<file path="src/core/cib_pkg.sv">
package cib_pkg;
  // Instruction kinds handled by the sequencer
  typedef enum logic [2:0] {
    CIB_WAIT, CIB_RTI, CIB_SWI, CIB_BRANCH, CIB_BSR, CIB_TEST
  } cib_op_t;

  // Cycle counts per instruction
  localparam logic [3:0] CYC_WAIT = 4'h9;
  localparam logic [3:0] CYC_RTI = 4'hA;
  localparam logic [3:0] CYC_SWI = 4'hC;
  localparam logic [3:0] CYC_BRANCH = 4'h4;
  localparam logic [3:0] CYC_BSR = 4'h8;
  localparam logic [3:0] CYC_TEST = 4'h6;
  // Cycle in which the test instruction would write back
  localparam logic [3:0] TEST_WB_CYC = 4'h6;
  // Software interrupt vector
  localparam logic [15:0] SWI_VEC_HI = 16'hFFFA;
  localparam logic [15:0] SWI_VEC_LO = 16'hFFFB;
  localparam logic [15:0] RESET_SP = 16'h00FF;
endpackage

</file>
<file path="src/core/cib_stack_addr.sv">
`timescale 1ns/100ps
// Stack address for a given cycle: base minus or plus an unsigned step, chosen by down
module cib_stack_addr (
  input wire logic [15:0] base,
  input wire logic [3:0] step,
  input wire logic down,
  output logic [15:0] addr
);
  // Descending for pushes, ascending for pulls
  always_comb begin
    if (down) begin
      addr = base - {12'h000, step};
    end else begin
      addr = base + {12'h000, step};
    end
  end
endmodule

</file>
<file path="src/core/cib_seq.sv">
`timescale 1ns/100ps
// Behaviour
// RULE_01: Wait: 9 cycles, push seven bytes descending
// RULE_02: Waiting: bus available high, bus floated
// RULE_03: Return: dummy fetch, cycle 3 unqualified read
// RULE_04: Return cycles 4-8 pull CC,B,A,XH,XL
// RULE_05: Return is 10 cycles, pulls PC last
// RULE_06: Software interrupt 12 cycles, vector FFFA/FFFB
// RULE_07: Branch-to-subroutine 8 cycles, pushes return address
// RULE_08: Test instruction suppresses write-back qualifier
// RULE_09: Relative branch four cycles, two unqualified
// RULE_10: Memory ignores cycles with qualifier low
module cib_seq (
  input wire logic clk,
  input wire logic reset,
  input wire logic start,
  input wire cib_pkg::cib_op_t op,
  input wire logic [15:0] opcode_addr,
  input wire logic [15:0] operand_addr,
  input wire logic branch_taken,
  input wire logic [15:0] stack_ptr,
  input wire logic [15:0] index_reg,
  input wire logic [7:0] acc_a,
  input wire logic [7:0] acc_b,
  input wire logic [7:0] cond_codes,
  input wire logic irq_wake,
  input wire logic [7:0] data_in,
  output logic busy,
  output logic done,
  output logic [15:0] addr_out,
  output logic addr_oe,
  output logic valid_mem_addr,
  output logic read_not_write,
  output logic rw_oe,
  output logic [7:0] data_out,
  output logic data_oe,
  output logic bus_available,
  output logic [7:0] pulled_byte,
  output logic pulled_valid,
  output logic [15:0] new_pc
);
  import cib_pkg::*;

  typedef enum logic [1:0] {CIB_IDLE, CIB_RUN, CIB_HALT} cib_state_t;

  cib_state_t state;
  cib_op_t cur_op;
  logic [3:0] cyc;
  logic [3:0] last_cyc;
  logic [15:0] pc_base;
  logic [15:0] sp_base;
  logic [15:0] target;
  logic [7:0] offset;
  logic taken;
  logic [15:0] ret_addr;
  logic [15:0] sp_addr;
  logic [3:0] sp_step;
  logic sp_down;
  logic [15:0] next_addr;
  logic last_shown;
  logic next_vma;
  logic next_rnw;
  logic [7:0] next_data;

  cib_stack_addr u_sp (
    .base(sp_base),
    .step(sp_step),
    .down(sp_down),
    .addr(sp_addr)
  );

  // Length of the running instruction
  always_comb begin
    unique case (cur_op)
      CIB_WAIT: last_cyc = CYC_WAIT;
      CIB_RTI: last_cyc = CYC_RTI;
      CIB_SWI: last_cyc = CYC_SWI;
      CIB_BRANCH: last_cyc = CYC_BRANCH;
      CIB_BSR: last_cyc = CYC_BSR;
      default: last_cyc = CYC_TEST;
    endcase
  end

  // Return address follows the instruction: two bytes for branches, one for inherent ones
  assign ret_addr = pc_base + ((cur_op == CIB_BRANCH || cur_op == CIB_BSR) ? 16'h0002 : 16'h0001);
  assign target = ret_addr + {{8{offset[7]}}, offset};

  // Stack step per cycle; pushes count down from cycle 3 (cycle 4 for BSR), pulls up
  always_comb begin
    sp_down = (cur_op != CIB_RTI);
    if (cur_op == CIB_BSR) begin
      sp_step = cyc - 4'h4;
    end else if (cyc >= 4'h3) begin
      sp_step = cyc - 4'h3;
    end else begin
      sp_step = 4'h0;
    end
  end

  // Per-cycle bus plan
  always_comb begin
    next_addr = pc_base;
    next_vma = 1'b1;
    next_rnw = 1'b1;
    next_data = 8'h00;
    if (cyc == 4'h2) begin
      next_addr = pc_base + 16'h0001;
    end
    unique case (cur_op)
      CIB_WAIT, CIB_SWI: begin
        if (cyc >= 4'h3 && cyc <= 4'h9) begin
          next_addr = sp_addr; // RULE_01
          next_rnw = 1'b0;
          unique case (cyc)
            4'h3: next_data = ret_addr[7:0];
            4'h4: next_data = ret_addr[15:8];
            4'h5: next_data = index_reg[7:0];
            4'h6: next_data = index_reg[15:8];
            4'h7: next_data = acc_a;
            4'h8: next_data = acc_b;
            default: next_data = cond_codes;
          endcase
        end
        if (cyc == 4'hA) begin
          next_addr = sp_addr;
          next_vma = 1'b0; // RULE_06
        end
        if (cyc == 4'hB) begin
          next_addr = SWI_VEC_HI; // RULE_06
        end
        if (cyc == 4'hC) begin
          next_addr = SWI_VEC_LO; // RULE_06
        end
      end
      CIB_RTI: begin
        if (cyc >= 4'h3) begin
          next_addr = sp_addr; // RULE_04
        end
        if (cyc == 4'h3) begin
          next_vma = 1'b0; // RULE_03
        end
      end
      CIB_BRANCH: begin
        if (cyc == 4'h3) begin
          next_addr = ret_addr; // RULE_09
          next_vma = 1'b0;
        end
        if (cyc == 4'h4) begin
          next_addr = taken ? target : ret_addr; // RULE_09
          next_vma = 1'b0;
        end
      end
      CIB_BSR: begin
        if (cyc == 4'h3 || cyc == 4'h7) begin
          next_addr = ret_addr; // RULE_07
          next_vma = 1'b0;
        end
        if (cyc == 4'h4 || cyc == 4'h5) begin
          next_addr = sp_addr; // RULE_07
          next_rnw = 1'b0;
          next_data = (cyc == 4'h4) ? ret_addr[7:0] : ret_addr[15:8];
        end
        if (cyc == 4'h6) begin
          next_addr = sp_addr;
          next_vma = 1'b0;
        end
        if (cyc == 4'h8) begin
          next_addr = target;
          next_vma = 1'b0;
        end
      end
      default: begin
        // Test reads its operand but never writes it back
        if (cyc >= 4'h3) begin
          next_addr = operand_addr;
        end
        if (cyc == TEST_WB_CYC || cyc == 4'h4) begin
          next_vma = 1'b0; // RULE_08
        end
      end
    endcase
  end

  // Sequencer state and cycle counter
  always_ff @(posedge clk) begin
    if (reset) begin
      state <= CIB_IDLE;
      cyc <= 4'h0;
    end else begin
      unique case (state)
        CIB_IDLE: begin
          if (start) begin
            state <= CIB_RUN;
            cyc <= 4'h1;
          end
        end
        CIB_RUN: begin
          if (cyc == last_cyc) begin
            cyc <= 4'h0;
            state <= (cur_op == CIB_WAIT) ? CIB_HALT : CIB_IDLE; // RULE_02
          end else begin
            cyc <= cyc + 4'h1;
          end
        end
        CIB_HALT: begin
          // Wake-up handling lives outside; this only releases the bus
          if (irq_wake) begin
            state <= CIB_IDLE;
          end
        end
      endcase
    end
  end

  // Instruction context captured at start
  always_ff @(posedge clk) begin
    if (reset) begin
      cur_op <= CIB_TEST;
      pc_base <= 16'h0000;
      sp_base <= RESET_SP;
      offset <= 8'h00;
      taken <= 1'b0;
    end else begin
      if (state == CIB_IDLE && start) begin
        cur_op <= op;
        pc_base <= opcode_addr;
        sp_base <= stack_ptr;
        taken <= branch_taken || op == CIB_BSR;
      end
      // The bus lags the counter, so the offset byte is on data_in at count 3
      if (state == CIB_RUN && cyc == 4'h3 && (cur_op == CIB_BRANCH || cur_op == CIB_BSR)) begin
        offset <= data_in;
      end
    end
  end

  // Registered bus drive; floats while idle or halted
  always_ff @(posedge clk) begin
    if (reset) begin
      addr_out <= 16'h0000;
      addr_oe <= 1'b0;
      valid_mem_addr <= 1'b0;
      read_not_write <= 1'b1;
      rw_oe <= 1'b0;
      data_out <= 8'h00;
      data_oe <= 1'b0;
      bus_available <= 1'b0;
    end else begin
      if (state == CIB_RUN) begin
        addr_out <= next_addr;
        addr_oe <= 1'b1;
        valid_mem_addr <= next_vma;
        read_not_write <= next_rnw;
        rw_oe <= 1'b1;
        data_out <= next_data;
        data_oe <= ~next_rnw;
      end else begin
        addr_oe <= 1'b0; // RULE_02
        valid_mem_addr <= 1'b0; // RULE_02
        rw_oe <= 1'b0;
        data_oe <= 1'b0;
      end
      bus_available <= (state == CIB_RUN && cyc == last_cyc && cur_op == CIB_WAIT) ||
        (state == CIB_HALT && !irq_wake); // RULE_02
    end
  end

  // Pulled bytes and the loaded program counter; each byte is taken one count
  // after its cycle issues, since the registered bus trails the counter
  always_ff @(posedge clk) begin
    if (reset) begin
      pulled_byte <= 8'h00;
      pulled_valid <= 1'b0;
      new_pc <= 16'h0000;
      last_shown <= 1'b0;
    end else begin
      pulled_valid <= 1'b0;
      last_shown <= done;
      if (state == CIB_RUN && cur_op == CIB_RTI && cyc >= 4'h5 && cyc <= 4'h9) begin
        pulled_byte <= data_in; // RULE_04
        pulled_valid <= 1'b1;
      end
      if (state == CIB_RUN && (cur_op == CIB_RTI || cur_op == CIB_SWI)) begin
        if (cyc == last_cyc) begin
          new_pc[15:8] <= data_in; // RULE_05
        end
      end
      // Low byte sits on the bus in the idle clock after the count ends
      if (last_shown && (cur_op == CIB_RTI || cur_op == CIB_SWI)) begin
        new_pc[7:0] <= data_in;
      end
      if (state == CIB_RUN && cur_op == CIB_BSR && cyc == 4'h8) begin
        new_pc <= target;
      end
    end
  end

  assign busy = (state != CIB_IDLE);
  assign done = (state == CIB_RUN && cyc == last_cyc);
endmodule

</file>
<file path="config.mk">
export PLATFORM = sky130hd
export DESIGN_NAME = cib_seq
export DESIGN_NICKNAME = d
export VERILOG_FILES = /design/src/core/cib_pkg.sv /design/src/core/cib_stack_addr.sv /design/src/core/cib_seq.sv
export SDC_FILE = /design/constraint.sdc
export NUM_CORES = 1
export LEC_CHECK = 0
export BUFFER_PORTS_ARGS = -buffer_cell sky130_fd_sc_hd__buf_2
export CORE_MARGIN = 4
export CORE_UTILIZATION = 25
export CTS_CLUSTER_SIZE = 12
export DETAILED_ROUTE_END_ITERATION = 12
export GPL_TIMING_DRIVEN = 0
export PLACE_DENSITY_LB_ADDON = 0.3
export SYNTH_ARGS = -nofsm -noshare
export SYNTH_HDL_FRONTEND = slang
export SYNTH_SLANG_ARGS = --single-unit
export TNS_END_PERCENT = 5
</file>
<file path="constraint.sdc">
create_clock -name clk -period 5.23 [get_ports clk]
set_input_delay 0 -clock clk [delete_from_list [all_inputs] [get_ports clk]]
set_output_delay 0 -clock clk [all_outputs]
set_load 0.1 [all_outputs]
</file>
[Yosys cells after proc, flatten, opt, wreduce, memory -nomap -nowiden]
Cells that the tools add are included.
Storage, ports and cells
  flip-flop bits (word level): 105
  word-level logic and storage cells: 138
  input bits: 104
Cells by class
  equal/unequal tests: 22
  magnitude comparators: 3
  reductions and logical operators: 34
  bitwise logic cells: 2
  add/sub/neg operators: 8
  multiplexer cells: 50
Operators with widths (number)
  2-to-1 mux 16 bit: 16
  case mux 16 bit (4 select lines): 1
  2-to-1 mux 8 bit: 6
  case mux 8 bit (6 select lines): 1
  case mux 4 bit (5 select lines): 1
  adder 16 x 1 -> 16 bit (second input constant): 1
  adder 16 bit: 1
  adder 16 x 2 -> 16 bit: 1
  adder 16 x 4 -> 16 bit: 1
  equality test 4 x 3 -> 1 bit (second input constant): 4
  equality test 4 bit (second input constant): 4
  2-to-1 mux 4 bit: 4
  case mux 8 bit (2 select lines): 1
  subtractor 16 x 4 -> 16 bit: 1
  logical AND 1 bit: 14
  2-to-1 mux 1 bit: 11
  2-to-1 mux 2 bit: 5
  nonzero test 2 bit: 5
  equality test 4 x 2 -> 1 bit (second input constant): 2
  case mux 4 bit (2 select lines): 1
  logical OR 1 bit: 7
  equality test 3 x 2 -> 1 bit (second input constant): 2
  equality test 3 bit (second input constant): 2
  case mux 2 bit (3 select lines): 1
  other kinds (22): 26

[Depth between registers and ports, before layout]
Gate-level depths: netlist (run 1).
  depth after elaboration: 10
  mapped depth: 22

[Cells and area by module]
A second synthesis (run 1) with hierarchy kept.
Unflattened totals
  cell total of the unflattened synthesis: 1259
  area, all modules: 9258.9 um^2
Modules (own cells, without submodules)
  cib_seq: times used 1, cells each 1123, area each 8294.2 um^2
  cib_stack_addr: times used 1, cells each 136, area each 964.7 um^2

[Worst setup path after synthesis (run 1)]
No wires, ideal clock.
  path type: register to register
  from: reg cyc[3]
  to: reg addr_out[12]
  path slack: 500 ps
  required time: 5108 ps
  buffers on the path: 3
  clock period less this slack: 4730 ps
  data arrival time: 4608 ps
  stages on the path, launching flop included: 21
  cells stage by stage: dfxtp_1 -> clkbuf_1 -> inv_1 -> ha_1 -> nor2b_1 -> clkbuf_1 -> clkbuf_1 -> nor2_1 -> o21ai_0 -> o21ai_0 -> o31ai_1 -> ha_1 -> a21o_1 -> or3_1 -> o221ai_2 -> a21oi_1 -> a21oi_2 -> xnor2_1 -> a311oi_1 -> a221oi_1 -> a221o_1
On the way
  word-level cells in the longest chain between the ends: 10
Ends and longest elaborated chain
  start: declaration: RTL line cib_seq.sv:48  | logic [3:0] cyc;
  start signal: assignment: RTL line cib_seq.sv:202  | cyc <= cyc + 4'h1;
  subtractor 4 x 2 -> 4 bit / greater-or-equal comparator 4 x 2 -> 1 bit (equally long branches)
  2-to-1 mux 4 bit: RTL line cib_seq.sv:93  | end else if (cyc >= 4'h3) begin
  2-to-1 mux 4 bit: RTL line cib_seq.sv:91  | if (cur_op == CIB_BSR) begin
  adder 16 x 4 -> 16 bit / subtractor 16 x 4 -> 16 bit (equally long branches): RTL line cib_stack_addr.sv:14, cib_stack_addr.sv:12
  2-to-1 mux 16 bit: RTL line cib_stack_addr.sv:11  | if (down) begin
  2-to-1 mux 16 bit: RTL line cib_seq.sv:111  | if (cyc >= 4'h3 && cyc <= 4'h9) begin
  2-to-1 mux 16 bit: RTL line cib_seq.sv:124  | if (cyc == 4'hA) begin
  2-to-1 mux 16 bit: RTL line cib_seq.sv:128  | if (cyc == 4'hB) begin
  2-to-1 mux 16 bit: RTL line cib_seq.sv:131  | if (cyc == 4'hC) begin
  case mux 16 bit (4 select lines) (*): RTL line cib_seq.sv:109  | unique case (cur_op)
  end signal: assignment: RTL line cib_seq.sv:250  | addr_out <= next_addr;
  end: declaration: RTL line cib_seq.sv:30  | output logic [15:0] addr_out,
Mark *: on every way between the ends. The rest lies on a longest branch, timed or not.
A chain may end at the register's enable or synchronous reset.

[Worst setup path in the final report (run 1)]
  from: reg cur_op[0]
  to: reg addr_out[13]
On the way
  word-level cells in the longest chain between the ends: 9
Ends and longest elaborated chain
  start: declaration: RTL line cib_seq.sv:47  | cib_op_t cur_op;
  start signal: assignment: RTL line cib_seq.sv:225  | cur_op <= op;
  branches (longest 8 deep; another with adder 16 x 2 -> 16 bit)
  case mux 16 bit (4 select lines) (*): RTL line cib_seq.sv:109
Mark *: on every way between the ends.

==> impl_metrics.ini, run 1 <==
[setup_path]
reg2reg_from = cur_op[0]$_SDFFE_PP1P_
critPathMaxFanout = 10
r2r_slack_ns = 0.02
path_class = flop to flop
crit_arrival_ns = 5.42
rr_endpoint = addr_out[13]$_SDFFE_PP0P_
cp-end-kind = flop
ff2ff_path_depth = 20
critPathRequiredTime_ns = 5.45
cp-start-kind = flop

[finish]
layout.cells.most_common = buf_2
n_fill_cell = 3697
most-common-layout-cells = buf_2, nand2_1, nor2_1, a21oi_1, dfxtp_1
antenna_cells = 0
drive_gt1_share_pct = 18.25
nNetsFinal = 1557
flow.area_growth_from_synthesis_pct = 28.52

[synth]
synth_ff_type = dfxtp_1
synthDistinctLibCells = 77
synthAdderAreaFrac_pct = 7.587
synth_cells = 1179
synth_top_family_by_area = compound AO/OA/AOI/OAI gates
ys_seq_area_share_pct = 24.23
synth.avg_cell_area_sq_um = 7.358
synthTopCellsByArea = dfxtp_1, nand2_1, ha_1, a21oi_1, nor2_1
synthXorXnorAreaFrac_pct = 6.664
synthMuxAreaShare_pct = 5.164
async_flop_share_pct = 0
synth_compound_area_share_pct = 29.53
synth-edff-count = 0
synth_top_area_cell = dfxtp_1
synth-simple-area-share_pct = 21.23
synth_top_area_share_pct = 24.23
yosys_warnings = 0
syn_nets = 1333
ys_ff_latch = 105
synthesis.area_sq_um = 8675

[grt]
grt_max_degree = 21
gr-usage-all-layers_pct = 21.63
antenna_found_initial = 0
overflow = 0
grt_pass1_vias = 9669
grt_pass1_wl_microns = 61970

[timing]
fmax_ghz = 0.1921
setup_slack_ns = 0.02324
hold_viol_final = 0
fin_crit_sh_pct = 99.56
fin_worst_skew_ns = 0.01552
setup_viol = 0
slew_viol_final = 0
fin_crit_ns = 5.207
rsz0062_at_grt = true
worstMarginPinSlew_ns = 1.104
relSlewSlack_pct = 26.37

[outcome]
outcome = completed

[cts]
cts.clk_slew.worst_paths_ns = 0.08
clockRootBuffer = clkbuf_16
tritoncts = built
cts-htree-levels = 3
cts_inserted_buffers = 9
cts.sinks = 105
clockBufferDepth = 2
clock_latency_ns = 0.39

[die]
row_count = 67
io_pins = 161
die_w_microns = 194.3
coreArea_sq_um = 33870
chipHeight_microns = 194.3
start_util_pct = 25.61
dieArea_sq_um = 37740

[placed_design]
dp_slack_ns = -1.475
hpwl_microns = 33290
gp_congestion = 0.9827
place.port_buffers = 160

[hold_path]
whs_path_depth = 4
hp-start = operand_addr[10]
min_to = addr_out[10]$_SDFFE_PP0P_
min_path_type = input port to flop

[detailed_routing]
num_vias = 9992
drt_iter0_drc = 859
routed_wl_microns = 42580
viasPerCell = 5.384
drt.antenna.violating_nets = 0
dr.pass1.iters = 5
wl_per_cell_microns = 22.94
drc = 0

[power]
leakagePower_nw = 4.636
p_per_area_nw_per_um2 = 256.0
ir_worst_vdd_uv = 157.8
power_mw = 2.854

[flow_run]
maxCapViolations = 0
-- final cells by class --
type | count | area [sq um] | area share (%)
Sequential cell | 105 | 2102 | 18.86
Buffer | 79 | 344.1 | 3.086
Tap cell | 448 | 560.5 | 5.028
Clock inverter | 7 | 90.09 | 0.8081
Clock buffer | 9 | 225.2 | 2.020
Inverter | 44 | 165.2 | 1.481
Multi-Input combinational cell | 950 | 6342 | 56.89
Timing Repair Buffer | 214 | 1319 | 11.83
-- routing by layer --
metal	track usage [%]	share of wire, %
met1	29.03	44
met2	35.33	46
met3	3.649	7.1
met4	7.318	2.8
met5	0	0
-- sequential cells by signal (all words and copies together) (netlist names), 2 cells and up --
signal,flops
addr_out,16
pc_base,16
data_out,8
state,2
new_pc,16
cur_op,3
offset,8
cyc,4
sp_base,16
pulled_byte,8
-- report_power, final --
group	internal, mW	switching, mW
Clock	0.387	0.378
Combinational	0.353	0.842
Sequential	0.852	0.0430
-- worst max-delay path: stages (launching register included) --
cell and delay [ns]:
dfxtp_1 0.30, buf_4 0.16, clkbuf_2 0.25, nand2_2 0.26, nand2_1 0.11, inv_1 0.17, ha_1 0.22, inv_1 0.06
fa_2 0.45, nor3_1 0.35, xor2_2 0.32, ha_1 0.37, and3_1 0.21, nor4_1 0.27, a22oi_1 0.13, nor2_2 0.21
o21bai_1 0.09, a21oi_1 0.18, xnor2_1 0.16, o21ai_0 0.51, a32oi_1 0.25
-- cells by family after synthesis --
family / count (synthesis)
AOI/OAI and AO/OA: 383
xor gates and xnor gates: 66
adders and majority gates: 51
buffers and inverters: 124
DFF: 105
muxes: 44
and+or+nand+nor: 406
-- cell usage after synthesis (7+ instances only) --
| master | n |
|---|---|
| a21oi_1 | 112 |
| ha_1 | 47 |
| clkbuf_1 | 67 |
| nand2b_1 | 13 |
| nand4_1 | 10 |
| a221oi_1 | 14 |
| nor3_1 | 18 |
| buf_2 | 7 |
| nor2_1 | 115 |
| a21o_1 | 11 |
| o211ai_1 | 27 |
| nor2b_1 | 7 |
| inv_1 | 41 |
| nand3_1 | 29 |
| a222oi_1 | 11 |
| dfxtp_1 | 105 |
| a31oi_1 | 8 |
| xor2_1 | 25 |
| o221ai_1 | 13 |
| xnor2_1 | 41 |
| mux2i_1 | 38 |
| o21ai_1 | 15 |
| nand2_1 | 167 |
| o21a_1 | 8 |
| and2_1 | 10 |
| and3_1 | 8 |
| o21ai_0 | 66 |
| o22ai_1 | 7 |
| a211oi_1 | 28 |
-- stage by stage --
| step | utilization, % | TNS [ns] | std cells | instance area (sq um) | hold slack [ns] |
|---|---|---|---|---|---|
| after global placement | 29.63 | -14.50 | 1787 | 10040 | 0.2266 |
| final | 32.92 | 0 | 1856 | 11150 | 0.01658 |
| after global routing | 32.92 | -0.1082 | 1856 | 11150 | 0.03370 |
| after detailed placement | 29.63 | -15.04 | 1787 | 10040 | 0.2301 |
| after CTS | 32.43 | -0.02737 | 1850 | 10980 | 0.008300 |
| after floorplan | - | 0 | 1179 | 8675 | 0.1242 |
-- worst max-delay path by stage --
stage / startpoint / slack [ns] / endpoint
global route: cyc[2]$_SDFFE_PP0P_ / -0.07 / addr_out[8]$_SDFFE_PP0P_
CTS: cur_op[2]$_SDFFE_PP1P_ / -0.03 / addr_out[12]$_SDFFE_PP0P_
finish: cur_op[0]$_SDFFE_PP1P_ / 0.02 / addr_out[13]$_SDFFE_PP0P_
floorplan: cyc[3]$_SDFFE_PP0P_ / 0.50 / addr_out[12]$_SDFFE_PP0P_
global placement: cyc[3]$_SDFFE_PP0P_ / -1.42 / addr_out[8]$_SDFFE_PP0P_
detailed placement: cyc[3]$_SDFFE_PP0P_ / -1.47 / addr_out[12]$_SDFFE_PP0P_
-- timing repair --
| action | 4_1_cts | 5_1_grt |
|---|---|---|
| gates resized for setup | 38 | 24 |
| endpoints found under the hold margin | 59 | 0 |
| pin swaps | 2 | 4 |
| setup endpoints to repair | 20 | 13 |
| setup buffers | 2 | 7 |
| hold buffers | 45 | 0 |
Power figures use the tool's default switching activity.
==> inputs of run 2 (changes only) <==
clock period = 6.7 ns   (was 5.23 ns; I/O delays follow)
==> impl_metrics.ini, run 2 (same netlist as run 1, synthesis figures left out) <==
[grt]
overflow = 0
grt_pass1_wl_microns = 61760
grt_pass1_vias = 9596
grt.met3_usage_pct = 3.301
grt_max_degree = 21
met1_usage_pct = 29.18
use_met2_pct = 35.21
top_usage_layer = met2
gr-usage-all-layers_pct = 21.54
antenna_found_initial = 0

[detailed_routing]
wl_per_cell_microns = 22.77
drt.antenna.violating_nets = 0
routed_wl_microns = 42100
num_vias = 9925
dr.pass1.iters = 7
viasPerCell = 5.368
drc = 0
drt_iter0_drc = 945

[placed_design]
dp_slack_ns = -0.004854
postPlaceCellArea_sq_um = 10040
hpwl_microns = 33290
gp_congestion = 0.9827
place.port_buffers = 160

[die]
die_w_microns = 194.3
coreArea_sq_um = 33870
row_count = 67
dieArea_sq_um = 37740
io_pins = 161
start_util_pct = 25.61
chipHeight_microns = 194.3

[power]
p_per_area_nw_per_um2 = 202.5
ir_worst_vdd_uv = 122.8
swShare_pct = 44.10
power_mw = 2.192
p_int_mw = 1.226
seq_power_share_pct = 31.8
leakagePower_nw = 4.501
p_comb_share_pct = 41.0
p_clk_share_pct = 27.1
p_switching_mw = 0.9668

[cts]
cts.clk_slew.worst_paths_ns = 0.09
cts_setup_buffers = 0
cts_inserted_buffers = 9
clockRootBuffer = clkbuf_16
tritoncts = built
clockBufferDepth = 2
clock_latency_ns = 0.38
cts-htree-levels = 3
cts.sinks = 105

[setup_path]
crit_slowest_cell = o21ai_0
path_buf_inv = 4
cp-start-kind = flop
critPathRequiredTime_ns = 6.96
crit_path_frequent_cell = ha_1
crit_family = compound AO/OA/AOI/OAI gates
cp-end-kind = flop
critPathMaxFanout = 10
path_cells = clkbuf_1, inv_1, ha_1, nand2b_1, buf_2, buf_1, nand2_1, o21ai_0, nor2_1, ha_1, or3_1, ha_1, or3_1, o221ai_2, a21oi_1, a21oi_2, xnor2_1, a311oi_1, a221oi_1, a221o_1
path_class = flop to flop
max_stage_delay_ns = 0.80
crit_arrival_ns = 6.60

[outcome]
outcome = completed

[timing]
fin_worst_skew_ns = 0.01355
worstMarginPinSlew_ns = 1.083
setup_viol = 0
slew_viol_final = 0
setup_slack_ns = 0.3630
relSlewSlack_pct = 27.79
fin_crit_ns = 6.337
hold_viol_final = 0
rsz0062_at_grt = false
fmax_ghz = 0.1578
fin_crit_sh_pct = 94.58

[finish]
drive_gt1_share_pct = 15.36
utilization_pct = 31.96
flow.area_growth_from_synthesis_pct = 24.79
most-common-layout-cells = buf_2, nand2_1, nor2_1, a21oi_1, dfxtp_1
nNetsFinal = 1549
finalInstanceArea_sq_um = 10830

[hold_path]
min_path_type = input port to flop

[flow_run]
maxCapViolations = 0
[run 2: changes by cell type in the layout (fill, tap and decap cells not counted), moves of 3 or more]
cell,previous run,this run
xor2_2,6,0
o21ai_1,18,15
clkbuf_1,60,65
buf_4,13,3
xor2_1,17,25
clkbuf_4,4,0
xnor2_2,5,0
xnor2_1,35,41
o21ai_0,61,66
[run 2: cell type report]
| cell class | count | area, sq um |
|---|---|---|
| fillers | 3727 | 23040 |
| multi-input cells | 950 | 6106 |
| flip-flops and latches | 105 | 2102 |
| repair buffers | 205 | 1251 |
| well taps | 448 | 560.5 |
| plain buffers | 80 | 322.8 |
| clock buffers | 9 | 225.2 |
| inverters | 44 | 165.2 |
| clock inverters | 7 | 90.09 |
| diodes | 1 | 2.502 |
[run 2: power groups by stage]
| stage | combinational (mW) | clock [mW] | sequential (mW) |
|---|---|---|---|
| 3_3_place_gp | 0.864 | 0 | 0.711 |
| 5_1_grt | 0.965 | 0.631 | 0.703 |
| 4_1_cts | 0.892 | 0.613 | 0.698 |
| 2_1_floorplan | 0.453 | 0 | 0.839 |
| 6_report | 0.900 | 0.595 | 0.698 |
| 3_5_place_dp | 0.866 | 0 | 0.713 |
[run 2: routing by layer]
layer / share of wire, % / vias to the layer above
met4: 3.5 / 0
li1: - / 4713
met5: 0 / -
met3: 7.0 / 68
met1: 44 / 4701
met2: 45 / 443
[run 2: repair_timing]
item | 4_1_cts | 5_1_grt
hold endpoints to repair | 59 | 0
hold buffers | 45 | 0
endpoints found under the setup margin | 2 | 4
gates resized for setup | 2 | 5
[run 2: through the flow]
| step | TNS [ns] | std cells | hold slack [ns] |
|---|---|---|---|
| final | 0 | 1849 | 0.01525 |
| after global routing | 0 | 1848 | 0.03364 |
| after CTS | 0 | 1848 | 0.008300 |
| after detailed placement | -0.004887 | 1787 | 0.2301 |
| after global placement | 0 | 1787 | 0.2266 |
| after floorplan | 0 | 1179 | 0.1242 |
[run 2: final timing paths]
path,start,endpoint,slack (ns),depth (start not counted)
worst min register to register,addr_out[3]$_SDFFE_PP0P_,addr_out[3]$_SDFFE_PP0P_,0.45,2
worst max register to register,cyc[2]$_SDFFE_PP0P_,addr_out[12]$_SDFFE_PP0P_,0.36,20
worst max-delay path,cyc[2]$_SDFFE_PP0P_,addr_out[12]$_SDFFE_PP0P_,0.36,20
worst min-delay path,operand_addr[6],addr_out[6]$_SDFFE_PP0P_,0.02,3
[run 2: worst register-to-register path, stage by stage (launching register included)]
cell and delay (ns):
dfxtp_1 0.42, clkbuf_1 0.35, inv_1 0.15, ha_1 0.36, nand2b_1 0.14, buf_2 0.24
buf_1 0.65, nand2_1 0.19, o21ai_0 0.80, nor2_1 0.10, ha_1 0.21, or3_1 0.45
ha_1 0.28, or3_1 0.38, o221ai_2 0.23, a21oi_1 0.18, a21oi_2 0.20, xnor2_1 0.14
a311oi_1 0.31, a221oi_1 0.13, a221o_1 0.31
